===== config.mk =====
export PLATFORM = sky130hd
export DESIGN_NAME = serial_baud_gen_lin_break
export DESIGN_NICKNAME = d
export VERILOG_FILES = /design/src/serial_baud_pkg.sv /design/src/baud_chain_if.sv /design/src/baud_tick_chain.sv /design/src/serial_baud_gen_lin_break.sv
export VERILOG_INCLUDE_DIRS = /design/src
export SDC_FILE = /design/constraint.sdc
export NUM_CORES = 1
export LEC_CHECK = 0
export CORE_MARGIN = 4
export CORE_UTILIZATION = 45
export CTS_CLUSTER_DIAMETER = 80
export DETAILED_ROUTE_END_ITERATION = 12
export DONT_BUFFER_PORTS = 1
export GPL_ROUTABILITY_DRIVEN = 0
export GPL_TIMING_DRIVEN = 1
export HOLD_SLACK_MARGIN = 0.15
export SLEW_MARGIN = 40
export SYNTH_ARGS = -nofsm -noshare
export SYNTH_HDL_FRONTEND = slang
export SYNTH_SLANG_ARGS = --single-unit
export TNS_END_PERCENT = 100

===== constraint.sdc =====
create_clock -name clk_sys -period 3.65 [get_ports clk_sys]
set_input_delay 0.9125 -clock clk_sys [delete_from_list [all_inputs] [get_ports clk_sys]]
set_output_delay 0.9125 -clock clk_sys [all_outputs]
set_load 0.1 [all_outputs]

===== src/serial_baud_gen_lin_break_map.svh =====
// Register offsets, field positions, reset values and timing counts
`ifndef SERIAL_BAUD_GEN_LIN_BREAK_MAP_SVH
`define SERIAL_BAUD_GEN_LIN_BREAK_MAP_SVH

// ------------------------------------------------------------
// Register byte offsets
// ------------------------------------------------------------
`define OFS_DATA_BUFFER     8'h18
`define OFS_BAUD_RATE_SEL   8'h1C
`define OFS_BAUD_PRESCALE   8'h20
`define OFS_CONTROL         8'h24
`define OFS_STATUS          8'h28

// ------------------------------------------------------------
// baud_rate_select fields
// ------------------------------------------------------------
`define BRS_LIN_TX_BIT      7
`define BRS_LIN_RX_BIT      6
`define BRS_FIRST_HI_BIT    5
`define BRS_FIRST_LO_BIT    4
`define BRS_BAUD_DIV_MSB    2
`define BRS_BAUD_DIV_LSB    0
`define BRS_RESET           8'h00

// ------------------------------------------------------------
// baud_prescale_select fields
// ------------------------------------------------------------
`define BPS_PRESCALE_MSB    7
`define BPS_PRESCALE_LSB    5
`define BPS_INSERT_MSB      4
`define BPS_INSERT_LSB      0
`define BPS_RESET           8'h00

// ------------------------------------------------------------
// Control and status fields
// ------------------------------------------------------------
`define CTL_ENABLE_BIT      0
`define CTL_CHAR_LEN_BIT    1
`define CTL_CLK_SRC_BIT     2
`define CTL_SEND_BREAK_BIT  3
`define CTL_RESET           4'h0
`define STS_BREAK_FLAG_BIT  0
`define STS_BREAK_SEND_BIT  1
`define STS_LINE_LOW_BIT    2

// ------------------------------------------------------------
// Divider constants
// ------------------------------------------------------------
`define FIRST_LAST_DIV1     4'h0
`define FIRST_LAST_DIV3     4'h2
`define FIRST_LAST_DIV4     4'h3
`define FIRST_LAST_DIV13    4'hC
`define FRAC_FRAME_BITS     5
`define RT_PER_BAUD_LAST    2'h3
`define RT_PER_BIT_SHIFT    4

// ------------------------------------------------------------
// Break lengths in bit times
// ------------------------------------------------------------
`define BREAK_BITS_NORMAL   4'hA
`define BREAK_BITS_LIN      4'hB

`endif


===== src/serial_baud_pkg.sv =====
// Types shared by the baud generator and break control
package serial_baud_pkg;

    typedef enum logic [1:0] {
        GEN_IDLE = 2'b01,
        GEN_SEND = 2'b10
    } break_gen_e;

    typedef logic [7:0] byte_t;

endpackage : serial_baud_pkg

===== src/baud_chain_if.sv =====
// Settings and tick between the register block and the baud divider chain
interface baud_chain_if;
    logic       enable;
    logic       srcTick;
    logic [1:0] firstStageSel;
    logic [2:0] baudDivSel;
    logic [2:0] prescaleSel;
    logic [4:0] insertSel;
    logic       rtTick;

    modport ctrl  (output enable, srcTick, firstStageSel, baudDivSel, prescaleSel, insertSel, input rtTick);
    modport chain (input enable, srcTick, firstStageSel, baudDivSel, prescaleSel, insertSel, output rtTick);
endinterface : baud_chain_if


===== src/baud_tick_chain.sv =====
// Four-stage baud divider: fractional prescaler, first stage, baud divisor, quarter
`include "serial_baud_gen_lin_break_map.svh"

module baud_tick_chain (
    input wire logic      clk_sys,
    input wire logic      reset,
    baud_chain_if.chain   bus
);

    logic [3:0] preCnt_r;
    logic [4:0] fracAcc_r;
    logic       extra_r;
    logic [3:0] preLast;
    logic       preTick;
    logic [3:0] firstCnt_r;
    logic [3:0] firstLast;
    logic       firstTick;
    logic [6:0] baudCnt_r;
    logic [6:0] baudLast;
    logic       baudTick;
    logic [1:0] quarterCnt_r;
    logic       rtTick_r;

    // ------------------------------------------------------------
    // Fractional prescaler
    // ------------------------------------------------------------
    always_comb begin
        preLast = {1'b0, bus.prescaleSel} + {3'h0, extra_r};
        if (bus.prescaleSel == 3'h0) begin
            preTick = bus.srcTick;
        end else begin
            preTick = bus.srcTick && (preCnt_r == preLast);
        end
    end

    always_ff @(posedge clk_sys) begin
        if (reset || !bus.enable) begin
            preCnt_r <= 4'h0;
        end else if (bus.srcTick) begin
            preCnt_r <= preTick ? 4'h0 : preCnt_r + 4'h1;
        end
    end

    // Accumulator carry spreads the inserted clocks evenly over the frame
    always_ff @(posedge clk_sys) begin
        if (reset || !bus.enable || bus.prescaleSel == 3'h0) begin
            fracAcc_r <= 5'h00;
            extra_r   <= 1'b0;
        end else if (preTick) begin
            {extra_r, fracAcc_r} <= {1'b0, fracAcc_r} + {1'b0, bus.insertSel};
        end
    end

    // ------------------------------------------------------------
    // First-stage divisor
    // ------------------------------------------------------------
    always_comb begin
        case (bus.firstStageSel)
            2'h0:    firstLast = `FIRST_LAST_DIV1;
            2'h1:    firstLast = `FIRST_LAST_DIV3;
            2'h2:    firstLast = `FIRST_LAST_DIV4;
            2'h3:    firstLast = `FIRST_LAST_DIV13;
            default: firstLast = `FIRST_LAST_DIV1;
        endcase
        firstTick = preTick && (firstCnt_r == firstLast);
    end

    always_ff @(posedge clk_sys) begin
        if (reset || !bus.enable) begin
            firstCnt_r <= 4'h0;
        end else if (preTick) begin
            firstCnt_r <= firstTick ? 4'h0 : firstCnt_r + 4'h1;
        end
    end

    // ------------------------------------------------------------
    // Baud divisor, power of two
    // ------------------------------------------------------------
    assign baudLast = 7'((8'h01 << bus.baudDivSel) - 8'h01);
    assign baudTick = firstTick && (baudCnt_r == baudLast);

    always_ff @(posedge clk_sys) begin
        if (reset || !bus.enable) begin
            baudCnt_r <= 7'h00;
        end else if (firstTick) begin
            baudCnt_r <= baudTick ? 7'h00 : baudCnt_r + 7'h01;
        end
    end

    // ------------------------------------------------------------
    // Divide by four; sixteen of these make one bit
    // ------------------------------------------------------------
    always_ff @(posedge clk_sys) begin
        if (reset || !bus.enable) begin
            quarterCnt_r <= 2'h0;
            rtTick_r     <= 1'b0;
        end else begin
            rtTick_r <= baudTick && (quarterCnt_r == `RT_PER_BAUD_LAST);
            if (baudTick) begin
                quarterCnt_r <= quarterCnt_r + 2'h1;
            end
        end
    end

    assign bus.rtTick = rtTick_r;

endmodule : baud_tick_chain


===== src/serial_baud_gen_lin_break.sv =====
// Data buffer, baud-rate generator registers and LIN break control behind APB
`include "serial_baud_gen_lin_break_map.svh"

module serial_baud_gen_lin_break #(
    parameter int ADDR_WIDTH = 8
) (
    input  wire logic                  clk_sys,
    input  wire logic                  reset,
    input  wire logic [ADDR_WIDTH-1:0] paddr,
    input  wire logic                  psel,
    input  wire logic                  penable,
    input  wire logic                  pwrite,
    input  wire logic [31:0]           pwdata,
    output logic [31:0]                prdata,
    output logic                       pready,
    output logic                       pslverr,
    input  wire logic                  oscTick,
    input  wire logic                  rxLine,
    input  wire logic [7:0]            rxByte,
    input  wire logic                  rxByteLoad,
    output logic [7:0]                 txByte,
    output logic                       txByteLoad,
    output logic                       txLine,
    output logic                       rtTick,
    output logic                       breakDetected
);

    serial_baud_pkg::byte_t     rxBuf_r;
    serial_baud_pkg::byte_t     txBuf_r;
    logic [7:0]                 baudSel_r;
    logic [7:0]                 prescale_r;
    logic                       enable_r;
    logic                       charLen_r;
    logic                       clkSrc_r;
    logic                       sendReq_r;
    logic [31:0]                prdata_r;
    logic                       pready_r;
    logic                       pslverr_r;
    logic                       txLoad_r;
    logic                       txLine_r;
    logic                       breakFlag_r;
    logic                       armed_r;
    logic [7:0]                 lowCnt_r;
    logic [7:0]                 genCnt_r;
    serial_baud_pkg::break_gen_e genState_r;
    logic                       rtTick_r;
    logic                       access;
    logic                       done;
    logic                       wrDone;
    logic                       rdData;
    logic                       mapped;
    logic [7:0]                 offset;
    logic [31:0]                readMux;
    logic                       linTx;
    logic                       linRx;
    logic [3:0]                 detBits;
    logic [3:0]                 genBits;
    logic [7:0]                 detLast;
    logic [7:0]                 genLast;
    logic                       detectHit;
    logic                       chainTick;

    baud_chain_if chainBus ();

    // ------------------------------------------------------------
    // APB decode
    // ------------------------------------------------------------
    assign offset = paddr[7:0];
    assign access = psel && penable;
    assign done   = access && pready_r;
    assign wrDone = done && pwrite && !pslverr_r;
    assign rdData = done && !pwrite && (offset == `OFS_DATA_BUFFER);

    always_comb begin
        mapped  = 1'b1;
        readMux = 32'h0000_0000;
        case (offset)
            `OFS_DATA_BUFFER:   readMux = {24'h00_0000, rxBuf_r};
            `OFS_BAUD_RATE_SEL: readMux = {24'h00_0000, baudSel_r};
            `OFS_BAUD_PRESCALE: readMux = {24'h00_0000, prescale_r};
            `OFS_CONTROL:       readMux = {28'h000_0000, sendReq_r, clkSrc_r, charLen_r, enable_r};
            `OFS_STATUS:        readMux = {29'h000_0000, !rxLine, genState_r == serial_baud_pkg::GEN_SEND,
                                           breakFlag_r};
            default:            mapped  = 1'b0;
        endcase
    end

    // One wait state: ready rises at the edge ending the first access cycle, transfer ends on the next edge
    always_ff @(posedge clk_sys) begin
        if (reset) begin
            pready_r  <= 1'b0;
            pslverr_r <= 1'b0;
            prdata_r  <= 32'h0000_0000;
        end else if (access && !pready_r) begin
            pready_r  <= 1'b1;
            pslverr_r <= !mapped;
            prdata_r  <= (pwrite || !mapped) ? 32'h0000_0000 : readMux;
        end else begin
            pready_r  <= 1'b0;
            pslverr_r <= 1'b0;
        end
    end

    // ------------------------------------------------------------
    // Data buffer, untouched by reset
    // ------------------------------------------------------------
    always_ff @(posedge clk_sys) begin
        if (rxByteLoad) begin
            rxBuf_r <= rxByte;
        end
    end

    always_ff @(posedge clk_sys) begin
        if (wrDone && offset == `OFS_DATA_BUFFER) begin
            txBuf_r <= pwdata[7:0];
        end
    end

    always_ff @(posedge clk_sys) begin
        if (reset) begin
            txLoad_r <= 1'b0;
        end else begin
            txLoad_r <= wrDone && offset == `OFS_DATA_BUFFER;
        end
    end

    // ------------------------------------------------------------
    // Baud and prescaler registers
    // ------------------------------------------------------------
    always_ff @(posedge clk_sys) begin
        if (reset) begin
            baudSel_r  <= `BRS_RESET;
            prescale_r <= `BPS_RESET;
        end else if (wrDone) begin
            if (offset == `OFS_BAUD_RATE_SEL) begin
                baudSel_r <= pwdata[7:0];
            end
            if (offset == `OFS_BAUD_PRESCALE) begin
                prescale_r <= pwdata[7:0];
            end
        end
    end

    // ------------------------------------------------------------
    // Control register; break request self-clears once taken
    // ------------------------------------------------------------
    always_ff @(posedge clk_sys) begin
        if (reset) begin
            {sendReq_r, clkSrc_r, charLen_r, enable_r} <= `CTL_RESET;
        end else begin
            if (wrDone && offset == `OFS_CONTROL) begin
                enable_r  <= pwdata[`CTL_ENABLE_BIT];
                charLen_r <= pwdata[`CTL_CHAR_LEN_BIT];
                clkSrc_r  <= pwdata[`CTL_CLK_SRC_BIT];
            end
            if (wrDone && offset == `OFS_CONTROL && pwdata[`CTL_SEND_BREAK_BIT]) begin
                sendReq_r <= 1'b1;
            end else if (genState_r == serial_baud_pkg::GEN_SEND) begin
                sendReq_r <= 1'b0;
            end
        end
    end

    assign linTx = baudSel_r[`BRS_LIN_TX_BIT];
    assign linRx = baudSel_r[`BRS_LIN_RX_BIT];

    // ------------------------------------------------------------
    // Baud divider chain
    // ------------------------------------------------------------
    assign chainTick = clkSrc_r ? oscTick : 1'b1;

    assign chainBus.enable        = enable_r;
    assign chainBus.srcTick       = chainTick;
    assign chainBus.firstStageSel = baudSel_r[`BRS_FIRST_HI_BIT:`BRS_FIRST_LO_BIT];
    assign chainBus.baudDivSel    = baudSel_r[`BRS_BAUD_DIV_MSB:`BRS_BAUD_DIV_LSB];
    assign chainBus.prescaleSel   = prescale_r[`BPS_PRESCALE_MSB:`BPS_PRESCALE_LSB];
    assign chainBus.insertSel     = prescale_r[`BPS_INSERT_MSB:`BPS_INSERT_LSB];

    baud_tick_chain u_chain (
        .clk_sys (clk_sys),
        .reset   (reset),
        .bus     (chainBus)
    );

    // Same tick drives receiver and transmitter sampling
    always_ff @(posedge clk_sys) begin
        if (reset) begin
            rtTick_r <= 1'b0;
        end else begin
            rtTick_r <= chainBus.rtTick;
        end
    end

    // ------------------------------------------------------------
    // Break lengths
    // ------------------------------------------------------------
    assign detBits = (linRx ? `BREAK_BITS_LIN : `BREAK_BITS_NORMAL) + {3'h0, charLen_r};
    assign genBits = (linTx ? `BREAK_BITS_LIN : `BREAK_BITS_NORMAL) + {3'h0, charLen_r};
    assign detLast = {detBits, 4'h0} - 8'h01;
    assign genLast = {genBits, 4'h0} - 8'h01;

    // ------------------------------------------------------------
    // Break detection
    // ------------------------------------------------------------
    // Full bit count of low line needed, so a shorter zero character never trips it
    assign detectHit = enable_r && rtTick_r && !rxLine && armed_r && (lowCnt_r == detLast);

    always_ff @(posedge clk_sys) begin
        if (reset || rxLine || !enable_r) begin
            lowCnt_r <= 8'h00;
        end else if (rtTick_r && lowCnt_r != 8'hFF) begin
            lowCnt_r <= lowCnt_r + 8'h01;
        end
    end

    // Line must return high before another break can register
    always_ff @(posedge clk_sys) begin
        if (reset) begin
            armed_r <= 1'b0;
        end else if (rxLine) begin
            armed_r <= 1'b1;
        end else if (detectHit) begin
            armed_r <= 1'b0;
        end
    end

    // Set wins over the clear by a data read
    always_ff @(posedge clk_sys) begin
        if (reset) begin
            breakFlag_r <= 1'b0;
        end else if (detectHit) begin
            breakFlag_r <= 1'b1;
        end else if (rdData) begin
            breakFlag_r <= 1'b0;
        end
    end

    // ------------------------------------------------------------
    // Break generation
    // ------------------------------------------------------------
    always_ff @(posedge clk_sys) begin
        if (reset) begin
            genState_r <= serial_baud_pkg::GEN_IDLE;
            genCnt_r   <= 8'h00;
            txLine_r   <= 1'b1;
        end else begin
            case (genState_r)
                serial_baud_pkg::GEN_IDLE: begin
                    txLine_r <= 1'b1;
                    genCnt_r <= 8'h00;
                    if (sendReq_r && enable_r) begin
                        genState_r <= serial_baud_pkg::GEN_SEND;
                        txLine_r   <= 1'b0;
                    end
                end
                serial_baud_pkg::GEN_SEND: begin
                    if (!enable_r) begin
                        genState_r <= serial_baud_pkg::GEN_IDLE;
                        txLine_r   <= 1'b1;
                    end else if (rtTick_r) begin
                        if (genCnt_r == genLast) begin
                            genState_r <= serial_baud_pkg::GEN_IDLE;
                            txLine_r   <= 1'b1;
                        end else begin
                            genCnt_r <= genCnt_r + 8'h01;
                        end
                    end
                end
                default: begin
                    genState_r <= serial_baud_pkg::GEN_IDLE;
                    txLine_r   <= 1'b1;
                end
            endcase
        end
    end

    // ------------------------------------------------------------
    // Outputs
    // ------------------------------------------------------------
    assign prdata        = prdata_r;
    assign pready        = pready_r;
    assign pslverr       = pslverr_r;
    assign txByte        = txBuf_r;
    assign txByteLoad    = txLoad_r;
    assign txLine        = txLine_r;
    assign rtTick        = rtTick_r;
    assign breakDetected = breakFlag_r;

endmodule : serial_baud_gen_lin_break


## Word-level counts from Yosys, hierarchy flattened

Index checks and enable logic that the tools add are counted.

| cells by class | value |
|---|---|
| $add $sub $neg | 13 |
| equal/unequal tests | 23 |
| shifts and indexed selects | 1 |
| mux-type cells | 32 |
| bitwise gates (word level) | 1 |
| reduce and logical (&&, ||, !) cells | 44 |

Operators with widths:

| operator | count |
|---|---|
| one-hot mux 8 bit (5 select lines) | 1 |
| two-way mux 32 bit | 1 |
| == test 8 x 6 -> 1 bit (second input constant) | 3 |
| two-way mux 8 bit | 3 |
| logical AND 1 bit | 20 |
| adder 8 x 1 -> 8 bit (second input constant) | 2 |
| == test 8 x 5 -> 1 bit (second input constant) | 2 |
| == test 8 bit | 2 |
| two-way mux 1 bit | 16 |
| one-hot mux 4 bit (4 select lines) | 1 |
| one-hot mux 8 bit (2 select lines) | 1 |
| subtractor 8 x 1 -> 8 bit (second input constant) | 2 |
| adder 4 x 1 -> 4 bit | 2 |
| adder 4 x 1 -> 4 bit (second input constant) | 2 |
| == test 2 bit (second input constant) | 4 |
| == test 4 bit | 2 |
| two-way mux 2 bit | 4 |
| two-way mux 4 bit | 2 |
| != test 2 bit (second input constant) | 4 |
| != test 8 bit (second input constant) | 1 |
| nonzero test 2 bit | 4 |
| adder 7 x 1 -> 7 bit (second input constant) | 1 |
| == test 7 bit | 1 |
| two-way mux 7 bit | 1 |
| 20 further kinds | 32 |

| storage, ports and cells | value |
|---|---|
| flip-flop bits (word level) | 117 |
| bits of input ports | 56 |
| output and inout port bits | 46 |
| logic and storage cells | 140 |

## Longest topological paths before layout

| logic depth | value |
|---|---|
| depth in word-level cells | 8 |
| mapped depth | 10 |
| depth with buffers taken out | 9 |

## Cells and area by module

A second synthesis with hierarchy kept.

| second synthesis, totals | value |
|---|---|
| cells, all modules | 532 |
| area total of the unflattened synthesis | 4,952.2 um2 |

By module, submodules not included:

| module | instances | cells an instance | area an instance (um2) | sequential area each (um2) |
|---|---|---|---|---|
| serial_baud_gen_lin_break | 1 | 346 | 3,375.7 | 1,541.5 |
| baud_tick_chain | 1 | 186 | 1,576.5 | 480.5 |

## Worst setup path before layout

No wires, ideal clock.

| timing | value |
|---|---|
| path type | reg-to-reg |
| start | reg baudSel_r[1] |
| end | reg u_chain.quarterCnt_r[0] |
| setup time | 70 ps |
| arrival time | 2,766 ps |
| required time | 3,580 ps |
| slack | 814 ps |
| cell stages (with the launch flop) | 10 |
| buffers on the path | 1 |
| clock period less this slack | 2,836 ps |
| cells stage by stage | dfxtp_1 buf_4 or3_4 ha_1 or4b_2 o311ai_0 xor2_1 or3_4 or3_1 a21oi_1 |

| on the way | value |
|---|---|
| longest elaborated chain between the ends | 4 |

Ends and longest elaborated chain:

| element | line | source |
|---|---|---|
| start: declaration | serial_baud_gen_lin_break.sv:30 | `logic [7:0] baudSel_r;` |
| start signal: assignment | serial_baud_gen_lin_break.sv:132 | `` baudSel_r <= `BRS_RESET; `` |
| start signal: assignment | serial_baud_gen_lin_break.sv:136 | `baudSel_r <= pwdata[7:0];` |
| << shifter 1 x 3 -> 7 bit | baud_tick_chain.sv:79 | `assign baudLast = 7'((8'h01 << bus.baudDivSel) - 8'h01);` |
| subtractor 7 x 1 -> 7 bit | baud_tick_chain.sv:79 |  |
| == test 7 bit | baud_tick_chain.sv:80 | `assign baudTick = firstTick && (baudCnt_r == baudLast);` |
| logical AND 1 bit | baud_tick_chain.sv:80 |  |
| end signal: assignment | baud_tick_chain.sv:100 | `quarterCnt_r <= quarterCnt_r + 2'h1;` |
| end: declaration | baud_tick_chain.sv:21 | `logic [1:0] quarterCnt_r;` |

No other way between the ends.
A chain may end at the register's enable or synchronous reset.

## Worst setup path after layout

| timing | value |
|---|---|
| start | reg baudSel_r[0] |
| end | reg u_chain.quarterCnt_r[0] |

Same word-level chain as after synthesis.

==> impl_metrics.toml <==
[clock_tree]
cts_tree = "built"
path_clk_slew_ns = 0.09
cts_buffers = 9
cts_root_buf = "clkbuf_8"
ctsHoldBuffers = 0
clock-sinks = 93
ctsHtreeMaxLevel = 3
clkLatencyLatePin_ns = 0.37
postCtsSetupBuffers = 0
cts_max_path_buffers = 2
ctsResizeCount = 0

[sta]
slew_violations = 0
period_share = 0.819
hold_ws_ns = 0.444
worst_pin_slew_ns = 0.897
report.final.setup_viol = 0
fin_crit_ns = 2.99
fin_setup_tns_ns = 0
hold_viol = 0
clock_skew_ns = 0.0115
max_freq_ghz = 0.334
rsz0062_at_grt = "no"
slew_headroom = 0.403

[synthesis]
synth.area.top_cells = "dfxtp_1 (33%), edfxtp_1 (10%), ha_1 (5.1%)"
ys_async_sr_fraction = 0
synthFlopType = "dfxtp_1"
yosys.cell_types.count = 55
synth_largest_area_cell = "dfxtp_1"
syn_area_um2 = 4680
synth_edf_count = 16
yosysMostFrequentCell = "dfxtp_1"
ys_ff_latch = 93
yosys_warnings = 0
syn_inst = 521
synth_area_per_cell_um2 = 8.99
synthTopCellsByCount = "dfxtp_1 (77), nor2_1 (52), nand2_1 (50)"
synth_top_area_share = 0.329
synth_seq_area_share = 0.432

[worst_setup_path]
crit_type = "register to register"
r2r-start = "baudSel_r[0]$_SDFFE_PP0P_"
r2r_slack_ns = 0.66
worstSetupStartpointType = "register"
cp_max_fo = 8
reg2reg_to = "u_chain.quarterCnt_r[0]$_SDFFE_PP0P_"
required_ns = 3.95
cp-end-kind = "register"
reg2regPathDepth = 8
startpoint = "baudSel_r[0]$_SDFFE_PP0P_"
cp.arrival_ns = 3.30

[grt]
grt_pass1_wl_um = 16300
overflow = 0
antenna_found_initial = 0
grt_max_degree = 42
track_usage = 0.175
grt_pass1_vias = 3296

[floorplan]
die_x_um = 110
core_um2 = 9950
pin_count = 102
die_y_um = 110
initial_utilization = 0.470
rows = 36
die_area_um2 = 12100

[layout]
fillers = 923
fin_nets = 596
syn2layout_area_growth_pct = 5.72
drive_gt1_frac = 0.0819
fin_cells = 658
antenna_cells = 0

[run_status]
status = "finished, final reports clean"

[power]
power.density_nw_per_um2 = 371
vdd_drop_max_mv = 0.350
p_leak_nw = 1.87
total_power_mw = 1.83

[placement]
port_buffers = 0
dp_cells = 642
dp_hpwl_um = 7620

[routing]
drt_first_pass_iters = 4
totalWireLength_um = 10200
drc = 0
routed-via-count = 3576
drt_iter0_markers = 155
wl_per_cell_um = 15.5
ant_nets = 0
routed_via_density = 5.43

[job]
drv_cap = 0

[worst_hold_path]
holdPathStages = 1
hp-start = "u_chain.bus.rtTick$_SDFF_PP0_"
hold_path_class = "register to register"
hold_end = "rtTick$_SDFF_PP0_"
cell type report:
class                   instances  area [um2]  area share
clock buffers                  11         153      0.0308
clock inverters                 5        33.8     0.00683
inverters                      15        56.3      0.0114
multi-input cells             394        2430       0.491
flip-flops and latches         93        2040       0.412
well taps                     133         166      0.0336
repair buffers                  7        72.6      0.0147
per-stage QoR:
step,setup WS [ns],instance area [um2],utilization
after floorplan,0.814,4770,-
after global placement,0.709,4720,0.474
after detailed placement,0.680,4760,0.479
after CTS,0.655,4950,0.497
after global routing,0.558,4950,0.497
final,0.659,4950,0.497
how the worst max path moves through the flow:
| stage | endpoint | slack (ns) | cells after the start |
|---|---|---|---|
| global route | u_chain.baudCnt_r[2]$_SDFFE_PP0P_ | 0.56 | 8 |
| floorplan | u_chain.quarterCnt_r[0]$_SDFFE_PP0P_ | 0.81 | 9 |
| CTS | u_chain.quarterCnt_r[0]$_SDFFE_PP0P_ | 0.66 | 8 |
| detailed placement | u_chain.quarterCnt_r[0]$_SDFFE_PP0P_ | 0.68 | 8 |
| finish | u_chain.quarterCnt_r[0]$_SDFFE_PP0P_ | 0.66 | 8 |
| global placement | prescale_r[6]$_SDFFE_PP0P_ | 0.71 | 5 |
power by group:
group          total, mW  internal [mW]  switching, mW
sequential          1.06           1.05        0.00727
combinational      0.124        0.00641          0.118
clock              0.652          0.287          0.365
cells in the final DEF, fill, tap and decap left out, types with 3 or more instances in the layout:
cell        count
dfxtp_1        65
nor2_1         52
nand2_1        50
a21oi_1        43
conb_1         24
nand3_1        19
ha_1           19
xor2_1         18
o21ai_0        16
edfxtp_1       16
inv_1          15
xnor2_1        14
mux2i_1        13
dfxtp_2        12
and3_1         11
nand2b_1       11
nor2b_1        10
nor3_1          9
clkbuf_8        9
or3_1           8
nand4_1         8
a22oi_1         8
o211ai_1        6
buf_4           6
or4_1           4
and2_1          4
a21o_1          4
a22o_1          4
clkinvlp_4      4
nor3b_1         3
a32o_1          3
or2_2           3
routing by layer:
layer | track usage | wire (um)
met1 | 0.219 | 4520
met4 | 0.0623 | 236
met2 | 0.285 | 4820
met3 | 0.0559 | 645
met5 | 0 | 0
cells by family after synthesis:
group                    share of synthesized area
buffers and inverters                       0.0673
flip-flops                                   0.432
multiplexers                                0.0326
XOR/XNOR                                    0.0599
AND/OR/NAND/NOR                              0.218
AO/OA/AOI/OAI                                0.134
adder cells (fa/ha/maj)                     0.0551
other                                     0.000801
state kept, by name, indices dropped and copies added (netlist names), 2 cells and up:
name / flops
txByte: 8
genState_r: 2
u_chain.firstCnt_r: 4
prdata: 8
lowCnt_r: 8
baudSel_r: 8
u_chain.preCnt_r: 4
u_chain.baudCnt_r: 7
genCnt_r: 8
prescale_r: 8
rxBuf_r: 8
u_chain.quarterCnt_r: 2
u_chain.fracAcc_r: 5
worst max-delay path, cell delays in order, from the launching register on:
cell and delay, ns:
dfxtp_1 0.41, or3_4 0.43, ha_1 0.29, or4b_2 0.62
o311ai_0 0.15, xor2_1 0.15, or3_4 0.43, or3_1 0.32
a21oi_1 0.14
(Power assumes the default switching activity.)
